$ cat config.mk
export PLATFORM = sky130hd
export DESIGN_NAME = sofb_top
export DESIGN_NICKNAME = d
export VERILOG_FILES = /design/src/verilog/sofb_pkg.sv /design/src/verilog/sofb_top.sv
export SDC_FILE = /design/constraint.sdc
export NUM_CORES = 1
export LEC_CHECK = 0
export ABC_AREA = 1
export BUFFER_PORTS_ARGS = -buffer_cell sky130_fd_sc_hd__buf_2
export CAP_MARGIN = 10
export CORE_UTILIZATION = 35
export DETAILED_ROUTE_END_ITERATION = 12
export MAX_ROUTING_LAYER = met4
export SYNTH_ARGS = -nofsm -noshare
export SYNTH_HDL_FRONTEND = slang
export SYNTH_SLANG_ARGS = --single-unit
$ cat constraint.sdc
create_clock -name CLK -period 2 [get_ports CLK]
set_input_delay 0.2 -clock CLK [delete_from_list [all_inputs] [get_ports CLK]]
set_output_delay 0.2 -clock CLK [all_outputs]
set_load 0.03 [all_outputs]
$ cat src/verilog/sofb_pkg.sv
// sofb_pkg: shared constants, types and register map for the safety
// output function blocks.
// assumes a 25 MHz system clock and an AXI4-Lite register bus.
`default_nettype none
package sofb_pkg;
  localparam int unsigned CLK_HZ = 25000000;
  localparam int unsigned MS_CYCLES = CLK_HZ / 1000;
  localparam int unsigned NCH = 4;
  localparam int unsigned NRELAY = 4;
  localparam int unsigned NPROBE = 32;
  localparam int unsigned NPROBE_OLD = 16;
  // register byte offsets
  localparam logic [7:0] OFS_CTRL = 8'h00;
  localparam logic [7:0] OFS_CHCFG = 8'h04;
  localparam logic [7:0] OFS_FBKTIME = 8'h08;
  localparam logic [7:0] OFS_NODES = 8'h0C;
  localparam logic [7:0] OFS_RLYCFG = 8'h10;
  localparam logic [7:0] OFS_STATUS = 8'h14;
  localparam logic [7:0] OFS_PROBE = 8'h18;
  // ctrl fields
  localparam int unsigned CTRL_GRP_LSB = 0;
  localparam int unsigned CTRL_FWNEW_BIT = 2;
  localparam int unsigned CTRL_CLRERR_BIT = 3;
  // per-channel config byte fields
  localparam int unsigned CF_RSTEN = 0;
  localparam int unsigned CF_MONRST = 1;
  localparam int unsigned CF_FBKMON = 2;
  localparam int unsigned CF_ERREN = 3;
  localparam int unsigned CF_NOTP = 4;
  localparam int unsigned CF_FBKUNC = 5;
  // relay config byte fields
  localparam int unsigned RC_CAT_LSB = 0;
  localparam int unsigned RC_MANUAL = 2;
  localparam int unsigned RC_EDM = 3;
  // reset values and test pulse period
  localparam logic [31:0] CTRL_RST = 32'h0000_0000;
  localparam logic [31:0] CHCFG_RST = 32'h0000_0000;
  localparam logic [15:0] FBKTIME_RST = 16'h0064;
  localparam logic [31:0] RLYCFG_RST = 32'h0000_0000;
  localparam logic [14:0] TP_PERIOD = 15'h61A8;

  typedef enum logic [1:0] {GRP_FOUR_SINGLE, GRP_TWO_DOUBLE, GRP_MIXED}
    sofb_grp_e;
  typedef enum logic [1:0] {CAT_1, CAT_2, CAT_4} sofb_cat_e;

  typedef struct packed {
    logic fbkunc;
    logic notp;
    logic erren;
    logic fbkmon;
    logic monrst;
    logic rsten;
  } sofb_chcfg_s;
endpackage : sofb_pkg
`default_nettype wire

$ cat src/verilog/sofb_top.sv
// sofb_top: safety switching outputs, status/probe outputs and relay
// outputs, with an AXI4-Lite register port.
// assumes all field inputs already synchronous to CLK.
//
// The address map and the AXI4-Lite interface to the registers were decided locally.
`default_nettype none
// What this block does
// [RULE_01] manual reset accepts on rising edge
// [RULE_02] monitored reset needs full rise-fall pulse
// [RULE_03] no reset: output follows input
// [RULE_04] dual output: reset after each change
// [RULE_05] single output: reset after each dropout
// [RULE_06] dual channels follow block input
// [RULE_07] feedback inverse of output within window
// [RULE_08] feedback fault forces low, flashes indicator
// [RULE_09] error flag raised on feedback fault
// [RULE_10] error flag latched until reset operator
// [RULE_11] external circuit ties restart feedback high
// [RULE_12] restart feedback present only if needed
// [RULE_13] four channels: four, two-two, or mixed
// [RULE_14] test-pulse disable stops test pulses
// [RULE_15] status output follows logic node
// [RULE_16] probe points 32 new firmware, else 16
// [RULE_17] probe states packed into four bytes
// [RULE_18] relay closes when input is one
// [RULE_19] category 1 ignores external feedback
// [RULE_20] category 2 test signal drops on fault
// [RULE_21] category 2 monitoring only automatic start
// [RULE_22] category 4 drives relay pairs
// [RULE_23] millisecond counter times feedback window
module sofb_top
  import sofb_pkg::*;
(
  // clock and reset
  input wire logic CLK,
  input wire logic RESETN,
  // AXI4-Lite slave
  input wire logic [7:0] AWADDR,
  input wire logic AWVALID,
  output logic AWREADY,
  input wire logic [31:0] WDATA,
  input wire logic [3:0] WSTRB,
  input wire logic WVALID,
  output logic WREADY,
  output logic [1:0] BRESP,
  output logic BVALID,
  input wire logic BREADY,
  input wire logic [7:0] ARADDR,
  input wire logic ARVALID,
  output logic ARREADY,
  output logic [31:0] RDATA,
  output logic [1:0] RRESP,
  output logic RVALID,
  input wire logic RREADY,
  // safety outputs
  input wire logic [3:0] BLOCK_IN,
  input wire logic [3:0] RESET_IN,
  input wire logic [3:0] CONTACTOR_FEEDBACK,
  input wire logic [3:0] RESTART_FEEDBACK_INPUT,
  output logic [3:0] SAFETY_SWITCHING_OUTPUT,
  output logic [3:0] CLEAR_LED,
  output logic [3:0] ERROR_OUT,
  output logic [3:0] RESTART_FEEDBACK_USED,
  // relay outputs
  input wire logic [3:0] RELAY_IN,
  input wire logic [3:0] RELAY_START,
  input wire logic [3:0] RELAY_READBACK,
  input wire logic [3:0] RELAY_EXT_FEEDBACK,
  output logic [3:0] RELAY_COIL,
  output logic [3:0] OUTPUT_TEST_EQUIPMENT_SIGNAL,
  // non-safety outputs
  output logic [3:0] STATUS_OUT,
  output logic [31:0] FIELDBUS_PROBE
);

  function automatic logic hit(input logic [7:0] a, input logic [7:0] o);
    hit = (a[7:2] == o[7:2]);
  endfunction : hit

  // ---------------- register bus ----------------
  logic [31:0] ctrl_q, chcfg_q, nodes_q, rlycfg_q;
  logic [15:0] fbktime_q;
  logic aw_q, w_q, bv_q, rv_q;
  logic [7:0] awa_q;
  logic [31:0] wd_q, rd_q;
  logic [3:0] ws_q;
  logic [1:0] bresp_q, rresp_q;
  logic wr_go, clr_err;
  logic [31:0] wmask, rd_d;
  logic rd_ok, wr_ok;
  logic [3:0] err_q, led_q;

  assign wr_go = aw_q && w_q && !bv_q;
  assign AWREADY = !aw_q && !bv_q;
  assign WREADY = !w_q && !bv_q;
  assign ARREADY = !rv_q;
  assign BVALID = bv_q;
  assign BRESP = bresp_q;
  assign RVALID = rv_q;
  assign RDATA = rd_q;
  assign RRESP = rresp_q;
  assign wmask = {{8{ws_q[3]}}, {8{ws_q[2]}}, {8{ws_q[1]}}, {8{ws_q[0]}}};
  assign wr_ok = hit(awa_q, OFS_CTRL) || hit(awa_q, OFS_CHCFG)
    || hit(awa_q, OFS_FBKTIME) || hit(awa_q, OFS_NODES)
    || hit(awa_q, OFS_RLYCFG);
  // rule 10 operator: write one to the clear bit, self-clearing
  assign clr_err = wr_go && hit(awa_q, OFS_CTRL)
    && ws_q[0] && wd_q[CTRL_CLRERR_BIT];

  logic [31:0] probe_q;
  logic [3:0] out_q;
  assign rd_ok = hit(ARADDR, OFS_CTRL) || hit(ARADDR, OFS_CHCFG)
    || hit(ARADDR, OFS_FBKTIME) || hit(ARADDR, OFS_NODES)
    || hit(ARADDR, OFS_RLYCFG) || hit(ARADDR, OFS_STATUS)
    || hit(ARADDR, OFS_PROBE);
  assign rd_d =
    hit(ARADDR, OFS_CTRL) ? ctrl_q :
    hit(ARADDR, OFS_CHCFG) ? chcfg_q :
    hit(ARADDR, OFS_FBKTIME) ? {16'h0000, fbktime_q} :
    hit(ARADDR, OFS_NODES) ? nodes_q :
    hit(ARADDR, OFS_RLYCFG) ? rlycfg_q :
    hit(ARADDR, OFS_STATUS) ?
      {16'h0000, OUTPUT_TEST_EQUIPMENT_SIGNAL, led_q, err_q, out_q} :
    hit(ARADDR, OFS_PROBE) ? probe_q : 32'h0000_0000;

  always_ff @(posedge CLK or negedge RESETN)
  begin
    if (!RESETN)
    begin
      aw_q <= 1'b0;
      w_q <= 1'b0;
      bv_q <= 1'b0;
      rv_q <= 1'b0;
      awa_q <= 8'h00;
      wd_q <= 32'h0000_0000;
      ws_q <= 4'h0;
      bresp_q <= 2'b00;
      rresp_q <= 2'b00;
      rd_q <= 32'h0000_0000;
    end
    else
    begin
      if (AWVALID && AWREADY)
      begin
        aw_q <= 1'b1;
        awa_q <= AWADDR;
      end
      if (WVALID && WREADY)
      begin
        w_q <= 1'b1;
        wd_q <= WDATA;
        ws_q <= WSTRB;
      end
      if (wr_go)
      begin
        aw_q <= 1'b0;
        w_q <= 1'b0;
        bv_q <= 1'b1;
        bresp_q <= wr_ok ? 2'b00 : 2'b10;
      end
      else if (bv_q && BREADY)
        bv_q <= 1'b0;
      if (ARVALID && ARREADY)
      begin
        rv_q <= 1'b1;
        rd_q <= rd_d;
        rresp_q <= rd_ok ? 2'b00 : 2'b10;
      end
      else if (rv_q && RREADY)
        rv_q <= 1'b0;
    end
  end

  always_ff @(posedge CLK or negedge RESETN)
  begin
    if (!RESETN)
    begin
      ctrl_q <= CTRL_RST;
      chcfg_q <= CHCFG_RST;
      fbktime_q <= FBKTIME_RST;
      nodes_q <= 32'h0000_0000;
      rlycfg_q <= RLYCFG_RST;
    end
    else if (wr_go)
    begin
      if (hit(awa_q, OFS_CTRL))
        ctrl_q <= ((ctrl_q & ~wmask) | (wd_q & wmask))
          & 32'h0000_0007;
      if (hit(awa_q, OFS_CHCFG))
        chcfg_q <= (chcfg_q & ~wmask) | (wd_q & wmask);
      if (hit(awa_q, OFS_FBKTIME))
        fbktime_q <= (fbktime_q & ~wmask[15:0]) | (wd_q[15:0] & wmask[15:0]);
      if (hit(awa_q, OFS_NODES))
        nodes_q <= (nodes_q & ~wmask) | (wd_q & wmask);
      if (hit(awa_q, OFS_RLYCFG))
        rlycfg_q <= (rlycfg_q & ~wmask) | (wd_q & wmask);
    end
  end

  // ---------------- shared millisecond tick ----------------
  logic [14:0] ms_q;
  logic ms_tick;
  // rule 23 base: one tick per millisecond
  assign ms_tick = (ms_q == 15'(MS_CYCLES - 1));
  logic [14:0] tp_q;
  logic tp_phase;
  assign tp_phase = (tp_q == 15'h0000);
  always_ff @(posedge CLK or negedge RESETN)
  begin
    if (!RESETN)
    begin
      ms_q <= 15'h0000;
      tp_q <= 15'h0000;
    end
    else
    begin
      ms_q <= ms_tick ? 15'h0000 : ms_q + 15'h0001;
      tp_q <= (tp_q == TP_PERIOD) ? 15'h0000 : tp_q + 15'h0001;
    end
  end

  // ---------------- channel grouping ----------------
  logic [1:0] grp;
  logic [3:0] pair_lead;
  logic [3:0] eff_in;
  assign grp = ctrl_q[CTRL_GRP_LSB +: 2];
  // [RULE_13] grouping of channels
  assign pair_lead = (grp == 2'(GRP_TWO_DOUBLE)) ? 4'b0101 :
    (grp == 2'(GRP_MIXED)) ? 4'b0100 : 4'b0000;
  // [RULE_06] both channels take the lead input
  assign eff_in = {pair_lead[2] ? BLOCK_IN[2] : BLOCK_IN[3], BLOCK_IN[2],
    pair_lead[0] ? BLOCK_IN[0] : BLOCK_IN[1], BLOCK_IN[0]};

  // ---------------- per-channel safety outputs ----------------
  logic [3:0] fault_now;
  genvar g;
  generate
    for (g = 0; g < 4; g++)
    begin : g_ch
      sofb_chcfg_s cf;
      logic rst_prev_q, rst_hi_q, armed_q, in_prev_q, want, rise, fall;
      logic [15:0] win_q;
      logic fb_ok, fb_chk;
      assign cf = chcfg_q[g*8 +: 6];
      assign rise = RESET_IN[g] && !rst_prev_q;
      assign fall = !RESET_IN[g] && rst_prev_q;
      // [RULE_12] feedback pin only when needed
      assign RESTART_FEEDBACK_USED[g] = cf.rsten || cf.fbkmon;
      // [RULE_07] inverse feedback expected
      assign fb_ok = (CONTACTOR_FEEDBACK[g] == !out_q[g])
        && (cf.fbkunc || RESTART_FEEDBACK_INPUT[g]);
      assign fb_chk = cf.fbkmon && !fb_ok && (win_q == 16'h0000);
      assign fault_now[g] = fb_chk;
      // [RULE_03] no reset: direct
      assign want = cf.rsten ? (armed_q && eff_in[g]) : eff_in[g];
      always_ff @(posedge CLK or negedge RESETN)
      begin
        if (!RESETN)
        begin
          rst_prev_q <= 1'b0;
          rst_hi_q <= 1'b0;
          armed_q <= 1'b0;
          in_prev_q <= 1'b0;
          out_q[g] <= 1'b0;
          win_q <= 16'h0000;
          err_q[g] <= 1'b0;
          led_q[g] <= 1'b0;
        end
        else
        begin
          rst_prev_q <= RESET_IN[g];
          in_prev_q <= eff_in[g];
          if (rise)
            rst_hi_q <= 1'b1;
          else if (fall)
            rst_hi_q <= 1'b0;
          // [RULE_04] dual drops arm on change
          // [RULE_05] single drops arm on dropout
          if ((pair_lead[g & 2] && (eff_in[g] != in_prev_q))
              || !eff_in[g])
            armed_q <= 1'b0;
          // [RULE_01] manual rising edge
          else if (!cf.monrst && rise)
            armed_q <= 1'b1;
          // [RULE_02] monitored full pulse
          else if (cf.monrst && fall && rst_hi_q)
            armed_q <= 1'b1;
          // [RULE_08] fault forces output low
          out_q[g] <= want && !led_q[g];
          // [RULE_23] window restarts on output change
          if (out_q[g] != (want && !led_q[g]))
            win_q <= fbktime_q;
          else if (ms_tick && win_q != 16'h0000)
            win_q <= win_q - 16'h0001;
          // [RULE_08] indicator latched on fault
          if (clr_err)
            led_q[g] <= 1'b0;
          if (fb_chk)
            led_q[g] <= 1'b1;
          // [RULE_09] error flag on fault
          // [RULE_10] held until clear operator
          if (clr_err)
            err_q[g] <= 1'b0;
          if (fb_chk && cf.erren)
            err_q[g] <= 1'b1;
        end
      end
      // [RULE_14] pulses only when enabled
      assign SAFETY_SWITCHING_OUTPUT[g] = out_q[g]
        && !(tp_phase && !cf.notp);
      assign CLEAR_LED[g] = led_q[g] && ms_q[14];
    end
  endgenerate
  assign ERROR_OUT = err_q;

  // ---------------- status and probe ----------------
  logic [5:0] probe_max;
  // [RULE_15] status follows node
  assign STATUS_OUT = nodes_q[3:0];
  // [RULE_16] point limit by firmware
  assign probe_max = ctrl_q[CTRL_FWNEW_BIT] ? 6'(NPROBE) : 6'(NPROBE_OLD);
  always_ff @(posedge CLK or negedge RESETN)
  begin
    if (!RESETN)
      probe_q <= 32'h0000_0000;
    else
    begin
      // [RULE_17] four bytes, bit per probe
      for (int i = 0; i < NPROBE; i++)
        probe_q[i] <= (6'(i) < probe_max) && nodes_q[i];
    end
  end
  assign FIELDBUS_PROBE = probe_q;

  // ---------------- relay outputs ----------------
  logic [3:0] rly_q, ote_q;
  generate
    for (g = 0; g < 4; g++)
    begin : g_rly
      logic [1:0] cat;
      logic man, external_device_monitoring, lead_in, run, flt;
      assign cat = rlycfg_q[g*8 + RC_CAT_LSB +: 2];
      assign man = rlycfg_q[g*8 + RC_MANUAL];
      // [RULE_19] category 1 no external check
      // [RULE_21] rejected with manual start
      assign external_device_monitoring = rlycfg_q[g*8 + RC_EDM] && (cat != 2'(CAT_1))
        && !(cat == 2'(CAT_2) && man);
      // [RULE_22] pairs share the even input
      assign lead_in = (cat == 2'(CAT_4)) ? RELAY_IN[g & 2] : RELAY_IN[g];
      assign run = lead_in && (!man || RELAY_START[g] || rly_q[g]);
      assign flt = (RELAY_READBACK[g] != rly_q[g])
        || (external_device_monitoring && RELAY_EXT_FEEDBACK[g] == rly_q[g]);
      always_ff @(posedge CLK or negedge RESETN)
      begin
        if (!RESETN)
        begin
          rly_q[g] <= 1'b0;
          ote_q[g] <= 1'b0;
        end
        else
        begin
          // [RULE_18] closed on input one
          rly_q[g] <= run;
          // [RULE_20] test signal drops on fault
          ote_q[g] <= (cat == 2'(CAT_2)) ? !flt : 1'b0;
        end
      end
    end
  endgenerate
  assign RELAY_COIL = rly_q;
  assign OUTPUT_TEST_EQUIPMENT_SIGNAL = ote_q;

endmodule : sofb_top
`default_nettype wire

==> impl_metrics.py <==
metrics = {
    "route": {
        "routed-via-count": 15800,
        "avgViaCountPerCell": 4.91,
        "drt-total-wl_mm": 55.5,
        "dr.pass1.iters": 5,
        "drt_iter0_markers": 944,
        "wl_per_cell_um": 17.2,
        "drtAntennaViolNets": 0,
        "route.detailed.drc": 0,
    },
    "run": {
        "maxCapViolCount": 0,
    },
    "cells_and_area": {
        "drive_gt1_share_pct": 16.1,
        "final_nets": 2629,
        "utilization_pct": 44.9,
        "fill_cells": 4872,
        "area_delta_synth_final_pct": 26.6,
    },
    "sta": {
        "final-max-slew-violation-count": 0,
        "rsz0062_at_grt": "true",
        "post-route-period-util_pct": 112,
        "hold_violations": 0,
        "setup_viol": 4,
        "max_slew_margin_pct": 60.7,
        "final.min_clock_period_ns": 2.25,
        "holdWs_ns": 0.0224,
        "tightest_slew_ns": 0.590,
        "skew_ns": 0.0354,
        "max_freq_mhz": 445,
        "setup_ws_ns": -0.247,
    },
    "worst_hold_path": {
        "hold_class": "input pin to register",
        "min_to": "led_q[1]",
        "hp-start": "CONTACTOR_FEEDBACK[1]",
        "hold_path_depth": 4,
    },
    "logic_synthesis": {
        "synth-adder-area-share_pct": 1.45,
        "synth_edf_count": 0,
        "async_flop_share_pct": 100,
        "ys_seq_elements": 357,
        "synthesis.area_per_instance_um2": 7.91,
        "synth_ff_type": "dfrtp_1",
        "synth.top_cell.area_share_pct": 51.2,
        "synth.largest_area_cell": "dfrtp_1",
        "synth-compound-area-share_pct": 9.68,
        "ys_types": 45,
        "synth_area_leaders": "dfrtp_1 (51%), nand2_1 (15%), o21ai_0 (5.8%)",
        "synth-xor-area-share_pct": 2.63,
        "synth_common_cells": "nand2_1 (678), dfrtp_1 (354), inv_1 (237)",
        "netlist_area_um2": 17300,
        "ys.warnings.count": 0,
        "yosysMostFrequentCell": "nand2_1",
        "synth-simple-area-share_pct": 27.2,
        "syn_inst": 2188,
        "muxShareOfSynthArea_pct": 0.520,
        "synth_top_family_by_area": "simple AND/OR/NAND/NOR gates",
        "ys_seq_area_share_pct": 51.6,
    },
    "clock_network": {
        "cts_tree": "built",
        "clkTransAtPathRegs_ns": 0.06,
        "cts_num_sinks": 357,
        "cts-root-buf": "clkbuf_16",
        "ctsHtreeMaxLevel": 2,
        "clockBufferDepth": 3,
        "numCtsBuffers": 42,
        "clk_latency_ns": 0.59,
    },
    "worst_setup_path": {
        "critPathMaxFanout": 2,
        "start_kind": "register",
        "required_ns": 1.80,
        "critical_path.startpoint": "tp_q[11]",
        "r2r-end": "g_ch[3].win_q[5]",
        "crit_path_end_kind": "primary output",
        "rrSetupSlack_ns": 0.14,
        "worstSetupPathType": "register to primary output",
        "r2r_cells": 12,
        "crit_arrival_ns": 2.05,
    },
    "floorplan": {
        "num_io_pins": 192,
        "rows": 81,
        "design.core.area_um2": 48800,
        "fp.dieH_um": 224,
        "die_area_um2": 50400,
        "chipWidth_um": 224,
        "start_util_pct": 35.4,
    },
    "global_route": {
        "grt_pass1_wl_mm": 86.5,
        "grt_pass1_vias": 15600,
        "grtUsageMet3_pct": 4.62,
        "grt_busiest_layer": "met2",
        "groute.usage.overall_pct": 23.0,
        "grt-ovfl-total": 0,
        "grt_max_degree": 61,
        "grt.met2_usage_pct": 36.7,
        "antenna_found_initial": 3,
        "met1_usage_pct": 28.4,
    },
    "placement": {
        "dp_hpwl_mm": 40.0,
        "gp_congestion": 0.905,
        "numPortBuffers": 185,
    },
    "pwr": {
        "cellLeakagePower_nw": 11.1,
        "p_total_mw": 26.9,
        "powerDensity_nw_per_um2": 1230,
        "ir_drop_v": 0.000882,
    },
    "run_status": {
        "violations": "setup timing",
        "status": "finished with violations",
    },
}
==> critical path, cell delays in order (launching register included) <==
cell and delay, ns:
dfrtp_1 0.39, nor2_2 0.12, nand2_2 0.08, nor4_2 0.21
nand3_1 0.17, buf_6 0.18, o21ai_4 0.14, inv_2 0.05
buf_6 0.13
==> routing by layer <==
layer  wire, um  share of wire, %  up-vias
li1           -                 -     7641
met1      23400                42     7593
met2      26100                47      464
met3       3550               6.4      119
met4       2380               4.3        0
met5          0                 0        -
==> power breakdown <==
part	internal [mW]	leakage, nW	switching [mW]
logic	2.75	5.83	5.30
clock network	4.76	0.708	3.21
registers	9.16	4.60	1.76
==> cell usage in the layout, fill, tap and decap left out, types with 6 or more instances in the layout <==
cell type	count
mux2_2	8
clkbuf_16	43
buf_2	180
nor2_4	6
dlygate4sd3_1	70
or2_2	9
inv_2	10
clkbuf_8	10
buf_4	76
xnor2_1	12
nor4_1	8
ha_1	18
nand4_1	44
inv_1	230
or2_0	6
buf_6	7
nand2_1	671
buf_12	12
o21ai_1	28
nand2_2	10
clkbuf_1	12
nand3_1	114
xor2_1	40
nor3_1	23
dfrtp_1	354
nor2_1	211
o21ai_0	195
a21oi_1	77
==> worst max path at each step <==
| stage | end | cells after the start |
|---|---|---|
| floorplan | wd_q[10] | 5 |
| global placement | g_ch[3].win_q[14] | 10 |
| detailed placement | g_ch[3].win_q[9] | 11 |
| CTS | SAFETY_SWITCHING_OUTPUT[0] | 8 |
| global route | SAFETY_SWITCHING_OUTPUT[3] | 9 |
| finish | SAFETY_SWITCHING_OUTPUT[1] | 8 |
==> stage by stage <==
| stage | std cells | setup slack [ns] | setup TNS, ns | instance area [um2] |
|---|---|---|---|---|
| floorplan | 2189 | 0.0817 | 0 | 17300 |
| global placement | 3063 | 0.0634 | 0 | 19600 |
| detailed placement | 3063 | 0.0219 | 0 | 19600 |
| CTS | 3215 | -0.318 | -1.22 | 21900 |
| global route | 3219 | -0.352 | -1.39 | 21900 |
| finish | 3219 | -0.247 | -0.952 | 21900 |
==> what timing repair did <==
action | CTS | global route
hold buffers | 70 | 0
hold endpoints to repair | 303 | 0
endpoints found under the setup margin | 4 | 51
buffers inserted | 4 | 1
pin swaps | 4 | 3
resized for setup | 27 | 15
==> cells by family (layout without fill, tap and decap cells) <==
kind of cell,after synthesis,in the layout
xor gates and xnor gates,52,52
AOI/OAI and AO/OA,324,324
adders and majority gates,20,20
DFF,357,357
other,1,5
muxes,8,8
buffers and inverters,303,666
and+or+nand+nor,1123,1123
==> area by class of cell <==
cell class / count / area [um2] / area share, %
Tap cell: 664 / 831 / 3.79
Timing Repair Buffer: 346 / 2510 / 11.4
Clock inverter: 13 / 190 / 0.868
Multi-Input combinational cell: 1529 / 7270 / 33.2
Clock buffer: 65 / 1260 / 5.74
Sequential cell: 357 / 8940 / 40.8
Inverter: 242 / 915 / 4.17
Antenna cell: 3 / 7.51 / 0.0343
Note: power is estimated with default switching activity, not from simulation.
